<file path="config.mk">
export PLATFORM = sky130hd
export DESIGN_NAME = tom_io_map
export DESIGN_NICKNAME = d
export VERILOG_FILES = /design/src/tom_io_map.v
export VERILOG_INCLUDE_DIRS = /design/src
export SDC_FILE = /design/constraint.sdc
export NUM_CORES = 1
export LEC_CHECK = 0
export ABC_CLOCK_PERIOD_IN_PS = 2200
export BUFFER_PORTS_ARGS = -buffer_cell sky130_fd_sc_hd__buf_2
export CAP_MARGIN = 20
export CORE_MARGIN = 2
export CORE_UTILIZATION = 40
export CTS_CLUSTER_DIAMETER = 50
export DETAILED_ROUTE_END_ITERATION = 8
export PLACE_DENSITY = 0.73
export SETUP_SLACK_MARGIN = 0.2
export SYNTH_ARGS = -nofsm -noshare
export SYNTH_HDL_FRONTEND = slang
export SYNTH_SLANG_ARGS = --single-unit
export TNS_END_PERCENT = 20
</file>
<file path="constraint.sdc">
create_clock -name mclk -period 2.2 [get_ports mclk]
set_input_delay 0.11 -clock mclk [delete_from_list [all_inputs] [get_ports mclk]]
set_output_delay 0.11 -clock mclk [all_outputs]
set_load 0.05 [all_outputs]
</file>
<file path="src/tom_defines.vh">
// Bit positions and constants for the transparent / overload-relay process image block.
// Included by tom_io_map.v; definitions only.
`ifndef TOM_DEFINES_VH
`define TOM_DEFINES_VH
`define TOM_MODE_TRANSPARENT  1'b0
`define TOM_MODE_OVERLOAD     1'b1
`define TOM_MON0_SUM_WARN     7
`define TOM_MON0_SUM_FAULT    6
`define TOM_MON0_OVL_WARN     3
`define TOM_MON1_INPUT_LSB    2
`define TOM_CMD0_FAULT_RESET  6
`define TOM_CMD0_PREP_EMERG   4
`define TOM_CMD1_RELAY_C      7
`define TOM_CMD1_RELAY_B      6
`define TOM_CMD1_RELAY_A      5
`define TOM_CMD1_AUX_SUPPLY   4
`define TOM_MON_BYTES         16
`define TOM_CMD_BYTES         8
`define TOM_BLINK_MS          500
`define TOM_BLINK_CYCLES      ((`TOM_BLINK_MS * 40000) / 2)
`endif

</file>
<file path="src/tom_io_map.v">
// Process data mapping and output control for transparent and overload-relay modes.
// Assumes command image bytes arrive synchronous to mclk; local inputs are asynchronous pins.
`timescale 1ns/1ps
`include "tom_defines.vh"

module tom_io_map #(
  parameter integer BLINK_CYCLES = `TOM_BLINK_CYCLES
) (
  input  wire        mclk,
  input  wire        rst,
  input  wire        mode_overload,
  input  wire        relay_c_is_fault_out,
  input  wire        aux_is_fault_out,
  input  wire        emergency_enable,
  input  wire [7:0]  cmd_byte0,
  input  wire [7:0]  cmd_byte1,
  input  wire [7:0]  cmd_byte2,
  input  wire        relay_d_cmd,
  input  wire        overload_trip,
  input  wire        overload_warning,
  input  wire        input_fault,
  input  wire        other_warning,
  input  wire [15:0] motor_current,
  input  wire [15:0] thermal_load,
  input  wire [15:0] time_to_trip,
  input  wire [15:0] time_to_restart,
  input  wire [15:0] spare_word,
  input  wire [7:0]  expansion_inputs,
  input  wire        local_input_a,
  input  wire        local_input_b,
  input  wire        local_input_c,
  input  wire        local_input_d,
  input  wire        local_input_e,
  input  wire        local_input_f,
  output reg         relay_output_a,
  output reg         relay_output_b,
  output reg         relay_output_c,
  output reg         relay_output_d,
  output reg         aux_supply_output,
  output reg  [3:0]  expansion_outputs,
  output reg  [127:0] mon_image,
  output reg         red_lamp,
  output reg         panel_fault_lamp,
  output reg         thermal_clear,
  output reg         input_fault_mask
);

  // Fault supervision states, one-hot.
  localparam [1:0] FLT_CLEAR   = 2'b01;
  localparam [1:0] FLT_TRIPPED = 2'b10;

  // Local input pins in ascending order, input a in bit 0.
  wire [5:0]   pins;
  reg  [5:0]   sync1;
  reg  [5:0]   sync2;
  reg  [1:0]   fault_state;
  reg  [1:0]   next_fault_state;
  reg          prev_emerg;
  reg  [31:0]  blink_cnt;
  reg  [31:0]  next_blink_cnt;
  reg          blink;
  reg          next_blink;
  reg          next_relay_output_a;
  reg          next_relay_output_b;
  reg          next_relay_output_c;
  reg          next_relay_output_d;
  reg          next_aux_supply_output;
  reg  [3:0]   next_expansion_outputs;
  reg          next_red_lamp;
  reg          next_panel_fault_lamp;
  reg          next_thermal_clear;
  reg          next_input_fault_mask;
  reg  [7:0]   next_mon_byte0;
  reg  [7:0]   next_mon_byte1;
  wire [15:0]  mon_word1;
  wire [15:0]  mon_word2;
  wire [15:0]  mon_word3;
  wire [15:0]  mon_word4;
  wire [15:0]  mon_word5;
  wire [7:0]   mon_byte12;
  wire [23:0]  mon_tail;
  wire [127:0] next_mon_image;

  assign pins[0] = local_input_a;
  assign pins[1] = local_input_b;
  assign pins[2] = local_input_c;
  assign pins[3] = local_input_d;
  assign pins[4] = local_input_e;
  assign pins[5] = local_input_f;

  wire emerg_bit  = cmd_byte0[`TOM_CMD0_PREP_EMERG];
  wire reset_bit  = cmd_byte0[`TOM_CMD0_FAULT_RESET];
  wire emerg_hold = emergency_enable & emerg_bit;
  wire emerg_rise = emerg_hold & ~prev_emerg;
  // Input faults are ignored while emergency start is held, if enabled.
  wire eff_in_flt = input_fault & ~emerg_hold;
  // A summary fault is a latched fault, a live overload trip or an unmasked input fault.
  wire raw_fault  = overload_trip | eff_in_flt;
  wire latched    = (fault_state == FLT_TRIPPED);
  wire fault_now  = latched | raw_fault;
  wire warn_now   = overload_warning | other_warning;
  wire is_ovl     = (mode_overload == `TOM_MODE_OVERLOAD);
  wire blink_wrap = (blink_cnt >= BLINK_CYCLES - 1);

  // Each local input pin passes two flip-flops before any logic reads it.
  // Only the second stage feeds the monitoring image.
  genvar gi;
  generate
    for (gi = 0; gi < 6; gi = gi + 1) begin : g_sync
      always @(posedge mclk) begin
        if (rst) begin
          sync1[gi] <= 1'b0;
          sync2[gi] <= 1'b0;
        end else begin
          sync1[gi] <= pins[gi];
          sync2[gi] <= sync1[gi];
        end
      end
    end
  endgenerate

  // A new fault wins over a reset command in the same cycle.
  // The trip state holds until the master sends fault reset.
  always @* begin
    next_fault_state = fault_state;
    case (fault_state)
      FLT_CLEAR: begin
        if (raw_fault) begin
          next_fault_state = FLT_TRIPPED;
        end
      end
      FLT_TRIPPED: begin
        if (!raw_fault && reset_bit) begin
          next_fault_state = FLT_CLEAR;
        end
      end
      default: begin
        next_fault_state = FLT_CLEAR;
      end
    endcase
  end

  always @(posedge mclk) begin
    if (rst) begin
      fault_state <= FLT_CLEAR;
    end else begin
      fault_state <= next_fault_state;
    end
  end

  // The emergency edge clears the thermal memory with a one-cycle pulse.
  // The previous value follows the raw bit, so a held bit never retriggers.
  always @* begin
    next_thermal_clear    = emerg_rise;
    next_input_fault_mask = emerg_hold;
  end

  always @(posedge mclk) begin
    if (rst) begin
      prev_emerg       <= 1'b0;
      thermal_clear    <= 1'b0;
      input_fault_mask <= 1'b0;
    end else begin
      prev_emerg       <= emerg_bit;
      thermal_clear    <= next_thermal_clear;
      input_fault_mask <= next_input_fault_mask;
    end
  end

  // Flash timer for the panel fault indication.
  // The lamp starts in whatever phase the timer has when a fault arrives.
  always @* begin
    if (blink_wrap) begin
      next_blink_cnt = 32'h00000000;
      next_blink     = ~blink;
    end else begin
      next_blink_cnt = blink_cnt + 32'h00000001;
      next_blink     = blink;
    end
  end

  always @(posedge mclk) begin
    if (rst) begin
      blink_cnt <= 32'h00000000;
      blink     <= 1'b0;
    end else begin
      blink_cnt <= next_blink_cnt;
      blink     <= next_blink;
    end
  end

  // No start/stop sequencing, checkback, simulation, bus-fault or dip logic exists here.
  // A fault output on relay c or the aux supply overrides its bus bit.
  always @* begin
    next_expansion_outputs = cmd_byte2[3:0];
    next_relay_output_d    = relay_d_cmd;
    if (relay_c_is_fault_out) begin
      next_relay_output_c = fault_now;
    end else begin
      next_relay_output_c = cmd_byte1[`TOM_CMD1_RELAY_C];
    end
    if (aux_is_fault_out) begin
      next_aux_supply_output = fault_now;
    end else begin
      next_aux_supply_output = cmd_byte1[`TOM_CMD1_AUX_SUPPLY];
    end
    next_red_lamp = fault_now;
    if (is_ovl) begin
      next_relay_output_a   = ~fault_now;
      next_relay_output_b   = fault_now;
      next_panel_fault_lamp = fault_now & blink;
    end else begin
      next_relay_output_a   = cmd_byte1[`TOM_CMD1_RELAY_A];
      next_relay_output_b   = cmd_byte1[`TOM_CMD1_RELAY_B];
      next_panel_fault_lamp = fault_now;
    end
  end

  // Outputs are registered; reset leaves every relay open.
  always @(posedge mclk) begin
    if (rst) begin
      relay_output_a    <= 1'b0;
      relay_output_b    <= 1'b0;
      relay_output_c    <= 1'b0;
      relay_output_d    <= 1'b0;
      aux_supply_output <= 1'b0;
      expansion_outputs <= 4'h0;
      red_lamp          <= 1'b0;
      panel_fault_lamp  <= 1'b0;
    end else begin
      relay_output_a    <= next_relay_output_a;
      relay_output_b    <= next_relay_output_b;
      relay_output_c    <= next_relay_output_c;
      relay_output_d    <= next_relay_output_d;
      aux_supply_output <= next_aux_supply_output;
      expansion_outputs <= next_expansion_outputs;
      red_lamp          <= next_red_lamp;
      panel_fault_lamp  <= next_panel_fault_lamp;
    end
  end

  // Monitoring bytes 0 and 1; the unused bits stay zero.
  always @* begin
    next_mon_byte0                           = 8'h00;
    next_mon_byte0[`TOM_MON0_SUM_WARN]       = warn_now;
    next_mon_byte0[`TOM_MON0_SUM_FAULT]      = fault_now;
    next_mon_byte0[`TOM_MON0_OVL_WARN]       = overload_warning;
    next_mon_byte1                           = 8'h00;
    next_mon_byte1[`TOM_MON1_INPUT_LSB +: 6] = sync2;
  end

  // Words are little-endian byte pairs; bytes 13 to 15 are unused.
  assign mon_word1  = motor_current;
  assign mon_word2  = thermal_load;
  assign mon_word3  = time_to_trip;
  assign mon_word4  = time_to_restart;
  assign mon_word5  = spare_word;
  assign mon_byte12 = expansion_inputs;
  assign mon_tail   = 24'h000000;

  assign next_mon_image = {mon_tail,
                           mon_byte12,
                           mon_word5,
                           mon_word4,
                           mon_word3,
                           mon_word2,
                           mon_word1,
                           next_mon_byte1,
                           next_mon_byte0};

  // The whole image updates in one cycle, so a master never sees a torn word.
  always @(posedge mclk) begin
    if (rst) begin
      mon_image <= 128'h0;
    end else begin
      mon_image <= next_mon_image;
    end
  end

endmodule

</file>
==> impl_metrics.toml <==
[power]
static-leakage-power_nw = 3.62
irDropWorstVdd_mv = 0.522
power_density_nw_per_um2 = 871
p_total_mw = 6.78

[global_routing]
overflow = 0
antenna_found_initial = 0
grt_pass1_vias = 4299
grt_pass1_wl_um = 21300
grt.total_usage = 0.211
grt_max_degree = 49

[cts]
cts-buffers-inserted = 17
clk_latency_ns = 0.40
cts-root-buf = "clkbuf_16"
clk_pin_slew_ns = 0.06
clock_path_buffers = 2
htreeDepth = 4
cts_setup_buffers = 0
cts_sinks = 157
cts_tree = "built"

[placement]
dpl-instance-area_um2 = 6100
post-place-cells = 814
globalplace.congestion = 0.773
io_buffers = 224
preCtsSetupSlack_ns = 0.268
dp_hpwl_um = 8100

[setup_path]
reg2reg_from = "blink_cnt[19]"
cp-start-kind = "flip-flop"
critical_path_required_ns = 2.48
r2r_slack_ns = 0.29
critPathKind = "reg2reg"
crit_fanout = 12
r2r_cells = 5
cp-end-kind = "flip-flop"
reg2reg_to = "blink_cnt[20]"
worstPathArrival_ns = 2.19

[logic_synthesis]
ys_seq_area_frac = 0.636
synth_xor_area_frac = 0.0390
synthAdderAreaFrac = 0.00253
synthFlopType = "dfxtp_1"
yosys_warnings = 0
syn_inst = 449
synthArstFlopShare = 0
syn_area_per_cell_um2 = 11.0
synth-compound-area-share = 0.0208
synthSimpleGateAreaFrac = 0.230
synth.area.mux_share = 0.00431
ys_ff_latch = 157
synth_cell_types = 36
synth_area_um2 = 4940
synth_top_family_by_area = "simple AND/OR/NAND/NOR gates"
synth_edf_count = 0

[layout]
finalInstanceArea_um2 = 7780
finalNetCount = 927
layout.area.seq_um2 = 3140
final_common_cell = "buf_2"
fillCellCount = 884
antenna-diode-count = 0
multiInputGateArea_um2 = 1620
syn2layout_area_growth_pct = 57.6
drive_above_1_share = 0.331
final_cells = 957
final_cell_mix = "buf_2, dfxtp_1, nor2b_1"

[routing]
wl_per_cell_um = 15.3
drt_wl_total_um = 14600
vias = 4253
drt_first_pass_iters = 5
drc = 0
drtIter0Drc = 280
via_per_inst = 4.44
antenna_left = 0

[die]
die-area_um2 = 13300
die_w_um = 115
die_h_um = 115
coreArea_um2 = 12000
start_util = 0.411
row_count = 40
ioPinCount = 270

[min_path]
worstHoldPathType = "in2reg"
min_from = "cmd_byte0[6]"
min_delay_path_depth = 4
hold_end = "fault_state[1]"

[outcome]
status = "finished, final reports clean"

[timing]
worstMarginPinSlew_ns = 0.651
final.min_clock_period_ns = 1.91
setup_viol = 0
timing.final.ws_setup_ns = 0.294
fmax_ghz = 0.525
final-hold-violation-count = 0
tns_ns = 0
relSlewSlack = 0.564
rsz0062_at_grt = "true"
finalCritPeriodShare = 0.866
finalMaxSlewViolations = 0
fin_skew_ns = 0.00700

[run]
maxCapViolations = 0
## registers in the layout, indices dropped and copies added, names as in the netlist
name / flops
mon_image: 97
blink_cnt: 32
next_mon_byte1: 6
sync1: 6
expansion_outputs: 4
fault_state: 2
aux_supply_output: 1
blink: 1
input_fault_mask: 1
panel_fault_lamp: 1
prev_emerg: 1
relay_output_a: 1
relay_output_b: 1
relay_output_c: 1
relay_output_d: 1
thermal_clear: 1
## how the worst max path moves through the flow
| stage | endpoint | depth (start not counted) | from |
|---|---|---|---|
| floorplan | blink_cnt[18] | 6 | blink_cnt[0] |
| global placement | blink_cnt[18] | 5 | blink_cnt[19] |
| detailed placement | blink_cnt[5] | 6 | blink_cnt[0] |
| finish | blink_cnt[20] | 5 | blink_cnt[19] |
| global route | blink_cnt[9] | 5 | blink_cnt[17] |
| CTS | blink_cnt[6] | 6 | blink_cnt[0] |
## synth_stat cells (2+ instances only)
cell type  number  area share
xnor2_1         7       0.012
inv_1           2      0.0015
and2_1          4      0.0051
clkbuf_1       12      0.0091
nand3_1        14       0.014
xor2_1         15       0.027
nor4_1          3      0.0038
a211oi_1        3      0.0046
a21oi_1         3      0.0030
buf_4          33       0.050
nor2b_1       116        0.15
dfxtp_1       157        0.64
nand2_1         9      0.0068
nor2_1         36       0.027
buf_6           2      0.0046
nor2_2          2      0.0025
nor3_1          3      0.0030
and3_1          4      0.0051
nand4_1         6      0.0076
o21ai_0         2      0.0020
## where the power goes
| group | leakage [nW] | switching [mW] | total [mW] | internal (mW) |
|---|---|---|---|---|
| clock network | 0.272 | 1.18 | 2.74 | 1.56 |
| logic | 2.05 | 0.689 | 1.03 | 0.337 |
| registers | 1.30 | 0.0377 | 3.01 | 2.97 |
## through the flow
| stage | utilization | hold slack, ns |
|---|---|---|
| after global placement | 0.508 | 0.318 |
| after floorplan | - | 0.206 |
| after detailed placement | 0.508 | 0.322 |
| after CTS | 0.647 | 0.00778 |
| final | 0.648 | 0.0202 |
| after global routing | 0.648 | 0.0181 |
## logic make-up (layout without fill, tap and decap cells)
group,after synthesis,in the layout
buffers and inverters,50,372
AND/OR/NAND/NOR,202,202
multiplexers,2,2
AO/OA/AOI/OAI,14,15
other,1,39
adder cells (fa/ha/maj),1,1
flip-flops,157,157
XOR/XNOR,22,22
## worst max-delay path, cell delays in order (launching register included)
cell and delay [ns]:
dfxtp_1 0.40, nand4_1 0.11, or4_1 0.41, nor3_1 0.34
a311o_2 0.43, nor2_1 0.09
## metal layers
| layer | part of all wire | global-route usage | vias to the layer above |
|---|---|---|---|
| met5 | 0 | 0 | - |
| met4 | 0.047 | 0.126 | 0 |
| met3 | 0.069 | 0.0727 | 48 |
| met2 | 0.55 | 0.394 | 200 |
| met1 | 0.34 | 0.198 | 1956 |
| li1 | - | - | 2049 |
## final cells by class
type,instances,area share
clock buffers,20,0.0600
multi-input cells,281,0.209
clock inverters,12,0.0133
flip-flops and latches,157,0.404
inverters,2,0.000964
well taps,147,0.0236
repair buffers,338,0.290
## repair_timing
| action | CTS | global route |
|---|---|---|
| resized for setup | 0 | 1 |
| setup endpoints to repair | 0 | 24 |
| hold buffers | 110 | 0 |
| hold endpoints to repair | 107 | 0 |
No activity file was read; power rests on OpenSTA's default activity.
